$ cat config.mk
export PLATFORM = sky130hd
export DESIGN_NAME = cai_unit
export DESIGN_NICKNAME = d
export VERILOG_FILES = /design/src/pkg/cai_pkg.sv /design/src/hw/cai_xlat.sv /design/src/hw/cai_unit.sv
export SDC_FILE = /design/constraint.sdc
export NUM_CORES = 1
export LEC_CHECK = 0
export BUFFER_PORTS_ARGS = -buffer_cell sky130_fd_sc_hd__buf_2
export CAP_MARGIN = 10
export CORE_UTILIZATION = 49
export CTS_CLUSTER_SIZE = 25
export DETAILED_ROUTE_END_ITERATION = 10
export PLACE_DENSITY = 0.8
export SETUP_SLACK_MARGIN = 0.2
export SKIP_CTS_REPAIR_TIMING = 1
export SYNTH_ARGS = -nofsm -noshare
export SYNTH_HDL_FRONTEND = slang
export SYNTH_SLANG_ARGS = --single-unit
$ cat constraint.sdc
create_clock -name clk -period 12.6 [get_ports clk]
set_input_delay 1.89 -clock clk [delete_from_list [all_inputs] [get_ports clk]]
set_output_delay 1.89 -clock clk [all_outputs]
set_load 0.02 [all_outputs]
$ cat src/pkg/cai_pkg.sv
// Constants and types for the compact add-immediate unit.
// Assumes a core that presents one 16-bit instruction halfword per cycle.

package cai_pkg;

  // ----------------------------------------------------------------
  // Major opcodes and fixed fields
  // ----------------------------------------------------------------
  localparam logic [4:0] EXT_PREFIX_OP = 5'h1e;
  localparam logic [4:0] ADD_IMM8_MAJOR_OP = 5'h09;
  localparam logic [4:0] REG_REG_IMM_ADD_MAJOR_OP = 5'h08;
  localparam logic [4:0] PC_ADD_MAJOR_OP = 5'h01;
  localparam logic [2:0] ZERO_FIELD = 3'h0;

  // ----------------------------------------------------------------
  // Field positions in a halfword
  // ----------------------------------------------------------------
  localparam int MAJOR_MSB = 15;
  localparam int MAJOR_LSB = 11;
  localparam int RX_MSB = 10;
  localparam int RX_LSB = 8;
  localparam int SECOND_REG_MSB = 7;
  localparam int SECOND_REG_LSB = 5;
  localparam int ADD_SEL_BIT = 4;

  // ----------------------------------------------------------------
  // Register translation and timing
  // ----------------------------------------------------------------
  localparam logic [4:0] XLAT_HIGH_BASE = 5'h10;
  localparam logic [2:0] XLAT_DIRECT_MIN = 3'h2;
  localparam int RESULT_LATENCY = 1;
  localparam int WORD_WIDTH = 32;

  // ----------------------------------------------------------------
  // Types
  // ----------------------------------------------------------------
  typedef enum logic [0:0] {
    CAI_IDLE = 1'b0,
    CAI_PREFIX = 1'b1
  } cai_state_t;

  typedef enum logic [2:0] {
    CAI_FORM_NONE = 3'b000,
    CAI_FORM_EXT2 = 3'b001,
    CAI_FORM_RRI = 3'b010,
    CAI_FORM_RRI_EXT = 3'b011,
    CAI_FORM_PC = 3'b100,
    CAI_FORM_PC_EXT = 3'b101
  } cai_form_t;

endpackage

$ cat src/hw/cai_xlat.sv
// Translation of a 3-bit register field to a physical register index.
// Assumes a 32-entry general register file.

`timescale 1ns/1ns

module cai_xlat
  import cai_pkg::*;
(
  // Field in
  input wire logic [2:0] field,
  // Index out
  output logic [4:0] phys_idx
);

  // ----------------------------------------------------------------
  // Translation
  // ----------------------------------------------------------------
  always_comb begin
    if (field < XLAT_DIRECT_MIN) begin
      phys_idx = XLAT_HIGH_BASE | {2'h0, field};
    end else begin
      phys_idx = {2'h0, field};
    end
  end

endmodule // cai_xlat

$ cat src/hw/cai_unit.sv
// Decode and execute logic for the compact add-immediate word family.
// Assumes halfwords arrive in program order with their addresses, and that the
// register file answers a read index with data in the same cycle.

`timescale 1ns/1ns

module cai_unit
  import cai_pkg::*;
#(
  parameter int XLEN = 64
) (
  // Clock and reset
  input wire logic clk,
  input wire logic reset,
  // Instruction halfword stream
  input wire logic hw_valid,
  input wire logic [15:0] hw_data,
  input wire logic [XLEN-1:0] hw_addr,
  input wire logic in_delay_slot,
  input wire logic [XLEN-1:0] jump_addr,
  // Register read port
  output logic [4:0] rd_idx,
  input wire logic [XLEN-1:0] rd_data,
  // Register write port
  output logic wr_en,
  output logic [4:0] wr_idx,
  output logic [XLEN-1:0] wr_data,
  // Status
  output logic unpredictable,
  output logic prefix_pending
);

  // ----------------------------------------------------------------
  // Parameter check
  // ----------------------------------------------------------------
  if (XLEN <= WORD_WIDTH) begin : g_bad_xlen
    $error("cai_unit: XLEN must exceed 32");
  end

  // ----------------------------------------------------------------
  // Declarations
  // ----------------------------------------------------------------
  cai_state_t state_q;
  cai_state_t state_d;
  logic [15:0] prefix_q;
  logic [15:0] prefix_d;
  logic [XLEN-1:0] prefix_addr_q;
  logic [XLEN-1:0] prefix_addr_d;
  logic wr_en_q;
  logic wr_en_d;
  logic [4:0] wr_idx_q;
  logic [4:0] wr_idx_d;
  logic [XLEN-1:0] wr_data_q;
  logic [XLEN-1:0] wr_data_d;
  logic unpred_q;
  logic unpred_d;
  cai_form_t form;
  logic [4:0] major;
  logic [4:0] rx_idx;
  logic [4:0] second_reg_idx;
  logic [15:0] imm16;
  logic [14:0] imm15;
  logic [XLEN-1:0] base_pc;
  logic [XLEN-1:0] operand;
  logic [XLEN-1:0] addend;
  logic [XLEN-1:0] sum;
  logic [4:0] dest_idx;
  logic check_fail;

  function automatic logic not_word_check(input logic [XLEN-1:0] val);
    not_word_check = !((&val[XLEN-1:WORD_WIDTH-1]) || !(|val[XLEN-1:WORD_WIDTH-1]));
  endfunction

  // ----------------------------------------------------------------
  // Register field translation
  // ----------------------------------------------------------------
  cai_xlat u_xlat_rx (
    .field(hw_data[RX_MSB:RX_LSB]),
    .phys_idx(rx_idx)
  );

  cai_xlat u_xlat_second (
    .field(hw_data[SECOND_REG_MSB:SECOND_REG_LSB]),
    .phys_idx(second_reg_idx)
  );

  assign major = hw_data[MAJOR_MSB:MAJOR_LSB];
  assign rd_idx = rx_idx;

  // ----------------------------------------------------------------
  // Prefix tracking
  // ----------------------------------------------------------------
  always_comb begin
    state_d = state_q;
    prefix_d = prefix_q;
    prefix_addr_d = prefix_addr_q;
    if (hw_valid) begin
      if (major == EXT_PREFIX_OP) begin
        state_d = CAI_PREFIX;
        prefix_d = hw_data;
        prefix_addr_d = hw_addr;
      end else begin
        state_d = CAI_IDLE;
      end
    end
  end

  always_ff @(posedge clk) begin
    if (reset) begin
      state_q <= CAI_IDLE;
      prefix_q <= 16'h0000;
      prefix_addr_q <= '0;
    end else begin
      state_q <= state_d;
      prefix_q <= prefix_d;
      prefix_addr_q <= prefix_addr_d;
    end
  end

  // ----------------------------------------------------------------
  // Form decode
  // ----------------------------------------------------------------
  always_comb begin
    form = CAI_FORM_NONE;
    if (hw_valid && major != EXT_PREFIX_OP) begin
      if (state_q == CAI_PREFIX) begin
        if (major == ADD_IMM8_MAJOR_OP && hw_data[SECOND_REG_MSB:SECOND_REG_LSB] == ZERO_FIELD) begin
          form = CAI_FORM_EXT2;
        end else if (major == REG_REG_IMM_ADD_MAJOR_OP && !hw_data[ADD_SEL_BIT]) begin
          form = CAI_FORM_RRI_EXT;
        end else if (major == PC_ADD_MAJOR_OP && hw_data[SECOND_REG_MSB:SECOND_REG_LSB] == ZERO_FIELD) begin
          form = CAI_FORM_PC_EXT;
        end
      end else begin
        if (major == REG_REG_IMM_ADD_MAJOR_OP && !hw_data[ADD_SEL_BIT]) begin
          form = CAI_FORM_RRI;
        end else if (major == PC_ADD_MAJOR_OP) begin
          form = CAI_FORM_PC;
        end
      end
    end
  end

  // ----------------------------------------------------------------
  // Immediate reassembly and operand selection
  // ----------------------------------------------------------------
  assign imm16 = {prefix_q[4:0], prefix_q[10:5], hw_data[4:0]};
  assign imm15 = {prefix_q[3:0], prefix_q[10:4], hw_data[3:0]};

  always_comb begin
    base_pc = in_delay_slot ? jump_addr : hw_addr;
    operand = rd_data;
    addend = '0;
    dest_idx = rx_idx;
    check_fail = not_word_check(rd_data);
    unique case (form)
      CAI_FORM_EXT2: begin
        addend = {{(XLEN-16){imm16[15]}}, imm16};
      end
      CAI_FORM_RRI: begin
        addend = {{(XLEN-4){hw_data[3]}}, hw_data[3:0]};
        dest_idx = second_reg_idx;
      end
      CAI_FORM_RRI_EXT: begin
        addend = {{(XLEN-15){imm15[14]}}, imm15};
        dest_idx = second_reg_idx;
      end
      CAI_FORM_PC: begin
        operand = {base_pc[XLEN-1:2], 2'b00};
        addend = {{(XLEN-10){1'b0}}, hw_data[7:0], 2'b00};
        check_fail = not_word_check(base_pc);
      end
      CAI_FORM_PC_EXT: begin
        operand = {prefix_addr_q[XLEN-1:2], 2'b00};
        addend = {{(XLEN-16){imm16[15]}}, imm16};
        check_fail = not_word_check(prefix_addr_q);
      end
      default: begin
        check_fail = 1'b0;
      end
    endcase
  end

  // ----------------------------------------------------------------
  // Add and write-back
  // ----------------------------------------------------------------
  assign sum = operand + addend;

  always_comb begin
    wr_en_d = (form != CAI_FORM_NONE);
    wr_idx_d = dest_idx;
    wr_data_d = {{(XLEN-WORD_WIDTH){sum[WORD_WIDTH-1]}}, sum[WORD_WIDTH-1:0]};
    unpred_d = (form != CAI_FORM_NONE) && check_fail;
  end

  always_ff @(posedge clk) begin
    if (reset) begin
      wr_en_q <= 1'b0;
      wr_idx_q <= 5'h00;
      wr_data_q <= '0;
      unpred_q <= 1'b0;
    end else begin
      wr_en_q <= wr_en_d;
      wr_idx_q <= wr_idx_d;
      wr_data_q <= wr_data_d;
      unpred_q <= unpred_d;
    end
  end

  assign wr_en = wr_en_q;
  assign wr_idx = wr_idx_q;
  assign wr_data = wr_data_q;
  assign unpredictable = unpred_q;
  assign prefix_pending = (state_q == CAI_PREFIX);

endmodule // cai_unit

Word-level counts from Yosys, hierarchy flattened
Cells that the tools add are included.
{"block": "totals", "ff_bits": 115, "in_bits": 212, "elab_cells": 62}
{"block": "classes", "n_addsub": 1, "n_lt_le_gt_ge": 2, "n_eq_ne": 10, "mux": 15, "reduce_logical": 27}
{"op": "one-hot mux 32 bit (4 select lines)", "n": 1}
{"op": "AND reduction 33 bit", "n": 3}
{"op": "OR reduction 33 bit", "n": 3}
{"op": "two-way mux 64 bit", "n": 1}
{"op": "one-hot mux 32 bit (2 select lines)", "n": 1}
{"op": "adder 32 bit", "n": 1}
{"op": "two-way mux 3 bit", "n": 7}
{"op": "two-way mux 5 bit", "n": 3}
{"op": "equality test 5 x 4 -> 1 bit (second input constant)", "n": 2}
{"op": "logical NOT 1 bit", "n": 7}
{"op": "equality test 3 x 2 -> 1 bit (second input constant)", "n": 2}
{"op": "equality test 3 bit (second input constant)", "n": 2}
{"op": "< comparator 3 x 2 -> 1 bit (second input constant)", "n": 2}
{"op": "equality test 5 x 1 -> 1 bit (second input constant)", "n": 1}
{"op": "equality test 5 bit (second input constant)", "n": 1}
{"op": "logical AND 1 bit", "n": 5}
{"op": "!= test 5 bit (second input constant)", "n": 1}
{"op": "OR reduction 2 bit", "n": 2}
{"op": "equality test 3 x 1 -> 1 bit (second input constant)", "n": 1}
{"op": "logical NOT 3 bit", "n": 1}
{"op": "logical OR 1 bit", "n": 3}
{"op": "one-hot mux 1 bit (3 select lines)", "n": 1}
{"op": "nonzero test 3 bit", "n": 1}
{"op": "OR reduction 3 bit", "n": 1}
{"op": "2 further kinds", "n": 2}

Logic depth before layout (Yosys ltp)
Gate-level depths: netlist of the first run.
{"block": "logic_depth", "word_depth": 11, "mapped_depth": 17, "depth_no_buf": 15}

By module
From an unflattened synthesis of the first run, not the netlist that was laid out.
{"block": "hier_totals", "hier_cells": 1007, "area_unflattened_um2": 7359.6}
{"module": "cai_unit", "n_inst": 1, "cells_per_inst": 995, "area_per_inst_um2": 7284.5}
{"module": "cai_xlat", "n_inst": 2, "cells_per_inst": 6, "area_per_inst_um2": 37.5}

Least setup slack after synthesis of the first run
OpenSTA, ideal clock, no wires.
{"block": "synth_timing", "kind": "input to register", "start": "input hw_data[15]", "end": "register wr_data_q[30] (netlist: wr_data[30])", "setup_ns": 0.123, "arrival_time_ns": 6.214, "required_ns": 12.477, "setup_slack_ns": 6.263, "cell_stages": 15, "path_buffers": 2, "cell_sequence": "nor4b_4 -> a22oi_1 -> nor2_1 -> buf_2 -> buf_2 -> mux2i_1 -> o21ai_0 -> ha_1 -> and3_4 -> and2_1 -> and4_1 -> o41a_1 -> o21a_1 -> a311oi_2 -> mux2_1"}
{"block": "synth_via", "elab_chain_len": 11, "word_cells_on_any_way": 24}
{"element": "start: declaration", "line_no": "cai_unit.sv:17", "source": "input wire logic [15:0] hw_data,"}
{"element": "equality test 5 x 1 -> 1 bit", "line_no": "cai_unit.sv:131, cai_unit.sv:137"}
{"element": "logical AND 1 bit", "line_no": "cai_unit.sv:131", "source": "end else if (major == PC_ADD_MAJOR_OP && hw_data[SECOND_REG_MSB:SECOND_REG_LSB] == ZERO_FIELD) begin"}
{"element": "two-way mux 3 bit", "line_no": "cai_unit.sv:131"}
{"element": "two-way mux 3 bit", "line_no": "cai_unit.sv:129", "source": "end else if (major == REG_REG_IMM_ADD_MAJOR_OP && !hw_data[ADD_SEL_BIT]) begin"}
{"element": "two-way mux 3 bit", "line_no": "cai_unit.sv:127", "source": "if (major == ADD_IMM8_MAJOR_OP && hw_data[SECOND_REG_MSB:SECOND_REG_LSB] == ZERO_FIELD) begin"}
{"element": "two-way mux 3 bit", "line_no": "cai_unit.sv:126", "source": "if (state_q == CAI_PREFIX) begin"}
{"element": "two-way mux 3 bit *", "line_no": "cai_unit.sv:125", "source": "if (hw_valid && major != EXT_PREFIX_OP) begin"}
{"element": "equality test 3 bit / equality test 3 x 1 -> 1 bit (equally long branches)", "line_no": "cai_unit.sv:156", "source": "unique case (form)"}
{"element": "OR reduction 2 bit (no line)"}
{"element": "one-hot mux 32 bit (4 select lines)", "line_no": "cai_unit.sv:156"}
{"element": "adder 32 bit *", "line_no": "cai_unit.sv:187", "source": "assign sum = operand + addend;"}
{"element": "end signal: assignment", "line_no": "cai_unit.sv:205", "source": "wr_data_q <= wr_data_d;"}
{"element": "end: declaration", "line_no": "cai_unit.sv:53", "source": "logic [XLEN-1:0] wr_data_q;"}
Every way passes the cells marked *; elsewhere a longest branch is shown, timed or not.
A chain may end at the register's enable or synchronous reset.

Final worst setup path of the first run
{"block": "layout_timing", "start": "input hw_data[4]", "end": "register wr_data_q[30] (netlist: wr_data[30])"}
{"block": "layout_via", "elab_chain_len": 10, "word_cells_on_any_way": 16}
{"element": "logical NOT 1 bit", "line_no": "cai_unit.sv:129, cai_unit.sv:135"}
{"element": "logical AND 1 bit", "line_no": "cai_unit.sv:129, cai_unit.sv:135"}
{"element": "two-way mux 3 bit", "line_no": "cai_unit.sv:129"}
{"element": "two-way mux 3 bit", "line_no": "cai_unit.sv:127"}
{"element": "two-way mux 3 bit", "line_no": "cai_unit.sv:126"}
{"element": "two-way mux 3 bit", "line_no": "cai_unit.sv:125"}
{"element": "equality test 3 bit / equality test 3 x 1 -> 1 bit (equally long branches)", "line_no": "cai_unit.sv:156"}
{"element": "OR reduction 2 bit (no line)"}
{"element": "one-hot mux 32 bit (4 select lines)", "line_no": "cai_unit.sv:156"}
{"element": "adder 32 bit *", "line_no": "cai_unit.sv:187"}
Marks and branches as above.

==> flow_summary_export.csv, run 1 <==
group,metric,value,unit
run_status,status,"finished with violations",
run_status,violations,"DRC",
timing,fin_skew,0.00904,ns
die,die_h,126,um
timing,drv_slew,0,
clocking,clk_latency,0.36,ns
yosys,synth_area,7550,um^2
clocking,tritoncts,"done",
final_layout,mostFrequentLayoutCells,"281 x buf_2, 211 x nand2_1, 112 x dfxtp_1",
detailed_routing,wl_per_cell,16.6,um
placed_design,gp_congestion,0.930,
detailed_routing,drt_iter0_markers,643,
clocking,cts.path.max_buffers,2,
yosys,syn_inst,1040,
global_routing,overflow,0,
power_and_ir_drop,clkPwrFrac,0.396,
power_and_ir_drop,p_sw,0.000231,W
power_and_ir_drop,vdd_drop_max,0.0654,mV
power_and_ir_drop,combPwrFrac,0.179,
detailed_routing,routed_via_density,5.78,
final_layout,seq_area,2240,um^2
timing,rsz0062_at_grt,"no",
timing,setup-tns-final,0,ns
final_layout,multi_input_area,4780,um^2
critical_path,worstSetupEndpointType,"flop",
critical_path,critical_path_class,"in2reg",
clocking,htree_num_levels,3,
hold_path,hp-class,"reg2reg",
global_routing,grt_pass1_vias,7435,
placed_design,port_buffers,282,
power_and_ir_drop,total_power,0.000861,W
yosys,yosysSeqAreaShare,0.297,
timing,period_share,0.507,
die,core_area,15100,um^2
final_layout,nets,1488,
flow_run,maxCapViolations,0,
die,rows,45,
timing,slew_headroom,0.292,
power_and_ir_drop,internal_power,0.000630,W
global_routing,grtUsageTotal,0.298,
clocking,clk_transition_reported_paths,0.07,ns
timing,min_period,6.39,ns
timing,fmax,157,MHz
die,start_util,0.499,
clocking,numCtsBuffers,9,
yosys,synthArstFlopShare,0,
power_and_ir_drop,power_frac_seq,0.425,
yosys,yosysWarnings,0,
timing,tightest_slew,1.06,ns
power_and_ir_drop,p_leak,4.18,nW
critical_path,crit_fanout,61,
yosys,synthFlopType,"dfxtp_1",
critical_path,worst_setup_path_start_kind,"input pin",
timing,whs,0.455,ns
critical_path,required,12.84,ns
yosys,synth_edf_count,0,
detailed_routing,routed_wl,23.9,mm
clocking,cts.sinks,112,
detailed_routing,drc,4,
global_routing,grt_first_pass_wirelength,37.3,mm
detailed_routing,vias,8323,
global_routing,antenna_found_initial,5,
final_layout,area_growth,20.8,%
die,io_pins,289,
final_layout,final_common_cell,"buf_2",
yosys,syn_avg_cell_area,7.26,um^2
detailed_routing,antenna_left,0,
detailed_routing,drt_pass1_iterations,8,
critical_path,critPathArrivalTime,6.62,ns
power_and_ir_drop,switching_share,0.268,
global_routing,grt_max_degree,97,
power_and_ir_drop,power.density,94.4,nW/um^2
yosys,ys_seq_elements,112,
die,dieArea,15900,um^2
clocking,cts_root_buffer,"clkbuf_16",
timing,hold_viol_final,0,
timing,setup_viol,0,
yosys,ys_types,66,
final_layout,layout-drive-gt1-share,0.259,
final_layout,num-fill-cells,1488,
placed_design,dp_hpwl,17.7,mm
die,die_w,126,um
cells by family (layout without fill, tap and decap cells):
logic type	count (synthesis)	count (layout)	share of synthesized area
xor+xnor	17	17	0.0197
flops	112	112	0.297
simple gates	465	465	0.288
buf+inv	106	314	0.0724
compound gates	269	269	0.217
mux	38	38	0.0515
fa+ha+maj	32	32	0.0540
other cells	1	6	0.000496
final cells by class:
cell class                      count  area share
Multi-Input combinational cell    823       0.524
Clock buffer                       12      0.0281
Sequential cell                   112       0.246
Inverter                            9     0.00370
Tap cell                          188      0.0258
Clock inverter                      4      0.0108
Antenna cell                        4     0.00110
Timing Repair Buffer              289       0.161
final timing paths:
check / start / to / slack [ns] / cells past startpoint
min reg2reg: prefix_addr_q[29] / prefix_addr_q[29] / 0.45 / 2
min: prefix_addr_q[29] / prefix_addr_q[29] / 0.45 / 2
max reg2reg: prefix_pending / wr_data[30] / 7.82 / 14
max: hw_data[4] / wr_data[30] / 6.21 / 16
per-layer routing:
metal	routed length (um)	GRT usage	vias to the layer above
li1	-	-	4109
met1	10100	0.372	3820
met2	11700	0.518	353
met3	1570	0.0450	39
met4	492	0.108	2
met5	13	0	-
per-stage QoR:
stage	utilization	setup slack, ns	instances	instance area [um^2]
floorplan	-	6.26	1041	7560
global placement	0.578	5.99	1421	8760
detailed placement	0.578	5.88	1421	8760
CTS	0.602	6.26	1437	9110
global route	0.602	5.75	1440	9120
finish	0.602	6.21	1441	9120
sequential cells by signal, indices dropped and copies added (netlist names):
name            count
prefix_addr_q      62
prefix_pending      1
prefix_q           11
unpredictable       1
wr_data            32
wr_en               1
wr_idx              4
Yosys cell counts (all sizes together), types with 7 or more instances:
| cell | count | area share |
|---|---|---|
| mux2i | 31 | 0.041 |
| a21oi | 103 | 0.069 |
| nand2 | 212 | 0.11 |
| nor2 | 86 | 0.043 |
| xor2 | 9 | 0.010 |
| a21o | 22 | 0.022 |
| nand4 | 35 | 0.029 |
| nor4 | 26 | 0.022 |
| nand3 | 21 | 0.014 |
| a22oi | 9 | 0.0089 |
| mux2 | 7 | 0.010 |
| xnor2 | 8 | 0.0093 |
| buf | 45 | 0.042 |
| a211oi | 9 | 0.0089 |
| inv | 9 | 0.0045 |
| clkbuf | 52 | 0.026 |
| a31oi | 35 | 0.029 |
| nor2b | 12 | 0.0099 |
| nor3 | 25 | 0.017 |
| o21ai | 51 | 0.034 |
| and3 | 11 | 0.0098 |
| dfxtp | 112 | 0.30 |
| ha | 31 | 0.051 |
| and2 | 10 | 0.0083 |
power by group through the flow:
stage | combinational, W | sequential (W) | clock (W)
final | 0.000154 | 0.000366 | 0.000341
after global routing | 0.000169 | 0.000367 | 0.000358
after CTS | 0.000153 | 0.000366 | 0.000344
after detailed placement | 0.000152 | 0.000374 | 0
after global placement | 0.000150 | 0.000374 | 0
after floorplan | 0.0000805 | 0.000383 | 0
worst max-delay path, stage by stage:
cell      delay, ns
buf_2          0.13
nor3b_1        0.38
a22oi_1        0.24
nor2_4         0.50
buf_4          0.60
nor2_1         0.11
a31oi_1        0.23
o21ai_0        0.19
ha_1           0.45
and3_4         0.22
and2_1         0.21
and4_1         0.24
o41a_1         0.36
o21a_1         0.17
a311oi_2       0.27
mux2_1         0.36
Power figures use the tool's default switching activity.
==> run 2: changes to the inputs <==
==> constraint.sdc (replaced) <==
create_clock -name clk -period 6.65 [get_ports clk]
set_input_delay 0.9975 -clock clk [delete_from_list [all_inputs] [get_ports clk]]
set_output_delay 0.9975 -clock clk [all_outputs]
set_load 0.02 [all_outputs]
==> flow_summary_export.csv, run 2 (synthesis results as in run 1) <==
group,metric,value,unit
die,dieArea,15900,um^2
detailed_routing,dr_wl_met2,11.5,mm
power_and_ir_drop,p_leak,4.17,nW
run_status,violations,"DRC",
timing,fmax,191,MHz
clocking,htree_num_levels,3,
die,core_area,15100,um^2
final_layout,seq_area,2240,um^2
timing,rsz0062_at_grt,"no",
final_layout,diodes,0,
final_layout,layout-drive-gt1-share,0.261,
timing,hold_viol_final,0,
placed_design,post-place-ws,1.17,ns
global_routing,grtUsageTotal,0.298,
clocking,cts.sinks,112,
die,die_w,126,um
final_layout,final_common_cell,"buf_2",
timing,slew_headroom,0.273,
final_layout,area_growth,20.6,%
timing,min_period,5.22,ns
die,io_pins,289,
critical_path,cpMaxStageDelayCell,"ha_1",
final_layout,mostFrequentLayoutCells,"281 x buf_2, 211 x nand2_1, 112 x dfxtp_1",
detailed_routing,met3WireLength,1.53,mm
global_routing,antenna_found_initial,1,
timing,setup-tns-final,0,ns
critical_path,max_stage_delay,0.44,ns
detailed_routing,wirelength_met1,10.3,mm
timing,setup_viol,0,
critical_path,worstSetupEndpointType,"flop",
final_layout,largest_reg_flops,62,
final_layout,nets,1491,
critical_path,critPathArrivalTime,5.47,ns
detailed_routing,routed_wl,23.9,mm
clocking,numCtsBuffers,9,
placed_design,gp_congestion,0.977,
critical_path,worst-path-buf-inv,2,
global_routing,grt_first_pass_wirelength,37.5,mm
flow_run,maxCapViolations,0,
placed_design,port_buffers,282,
critical_path,critical_path_class,"in2reg",
clocking,tritoncts,"done",
detailed_routing,antenna_left,0,
global_routing,grt_max_degree,97,
clocking,cts_root_buffer,"clkbuf_16",
final_layout,num-fill-cells,1448,
detailed_routing,drc,2,
global_routing,grt_pass1_vias,7455,
detailed_routing,topRoutingLayerUsed,"met5",
critical_path,cpLargestDelayFamily,"compound AO/OA/AOI/OAI gates",
hold_path,hp-class,"reg2reg",
timing,period_share,0.785,
final_layout,largest_register,"prefix_addr_q",
detailed_routing,drt_pass1_iterations,8,
run_status,status,"finished with violations",
detailed_routing,routed_via_density,5.79,
detailed_routing,drt_iter0_markers,663,
global_routing,overflow,0,
detailed_routing,wl_per_cell,16.6,um
critical_path,worst_setup_path_start_kind,"input pin",
critical_path,crit_fanout,37,
clocking,clk_transition_reported_paths,0.07,ns
die,start_util,0.499,
die,rows,45,
placed_design,dp_hpwl,18.0,mm
clocking,clk_latency,0.35,ns
die,die_h,126,um
power_and_ir_drop,vdd_drop_max,0.137,mV
timing,fin_skew,0.00934,ns
final_layout,multi_input_area,4780,um^2
timing,tightest_slew,1.09,ns
timing,drv_slew,0,
critical_path,worstPathCellList,"buf_2 -> nor3b_1 -> a22oi_1 -> nor2_4 -> buf_4 -> nor2_1 -> a31oi_1 -> o21ai_0 -> ha_1 -> nand4_1 -> nor3_1 -> o21ai_0 -> a21oi_2 -> o21a_1 -> a311oi_2 -> mux2_1",
critical_path,crit_top_cell,"o21ai_0",
detailed_routing,vias,8339,
critical_path,required,6.89,ns
power_and_ir_drop,power.density,174,nW/um^2
timing,fin_ws,1.43,ns
clocking,cts.path.max_buffers,2,
run 2: cell count changes in the layout (fill, tap and decap cells not counted), sizes merged:
cell,delta
buf,+3
clkbuf,-2
diode,-4
bufinv,-1
clkinvlp,+3
run 2: worst min-delay path: cells and delay by family, from the launching register on:
kind,cells,cell delay [ns]
AO/OA/AOI/OAI,1,0.05
flip-flops,1,0.31
AND/OR/NAND/NOR,1,0.05
run 2: area by class of cell:
class | instances | area share
tap | 188 | 0.0258
inverter | 9 | 0.00371
sequential | 112 | 0.246
multi-input combinational | 823 | 0.525
clock inverter | 6 | 0.0100
timing repair buffer | 292 | 0.163
clock buffer | 10 | 0.0262
run 2: per-stage QoR:
stage | util | power (W) | area [um^2] | hold slack, ns | instances
finish | 0.601 | 0.00159 | 9110 | 0.455 | 1440
global route | 0.601 | 0.00165 | 9110 | 0.469 | 1440
CTS | 0.601 | 0.00159 | 9110 | 0.457 | 1440
detailed placement | 0.580 | 0.000998 | 8780 | 0.447 | 1424
global placement | 0.580 | 0.000996 | 8780 | 0.441 | 1424
floorplan | - | 0.000879 | 7560 | 0.436 | 1041
run 2: power breakdown:
| group | total [W] | internal (W) | switching, W |
|---|---|---|---|
| Combinational | 0.000293 | 0.000118 | 0.000175 |
| Clock | 0.000600 | 0.000342 | 0.000258 |
| Sequential | 0.000693 | 0.000686 | 0.00000696 |
| Total | 0.00159 | 0.00115 | 0.000440 |
run 2: final timing paths:
path / startpoint / endpoint / slack, ns / depth (start not counted)
worst max-delay path: hw_data[4] / wr_data[30] / 1.43 / 16
worst min-delay path: prefix_addr_q[3] / prefix_addr_q[3] / 0.46 / 2
worst max register to register: prefix_pending / wr_data[30] / 2.22 / 14
worst min register to register: prefix_addr_q[3] / prefix_addr_q[3] / 0.46 / 2
run 2: metal layers:
| layer | global-route usage | vias to the layer above |
|---|---|---|
| li1 | - | 4117 |
| met1 | 0.381 | 3789 |
| met2 | 0.512 | 392 |
| met3 | 0.0365 | 39 |
| met4 | 0.110 | 2 |
| met5 | 0 | - |
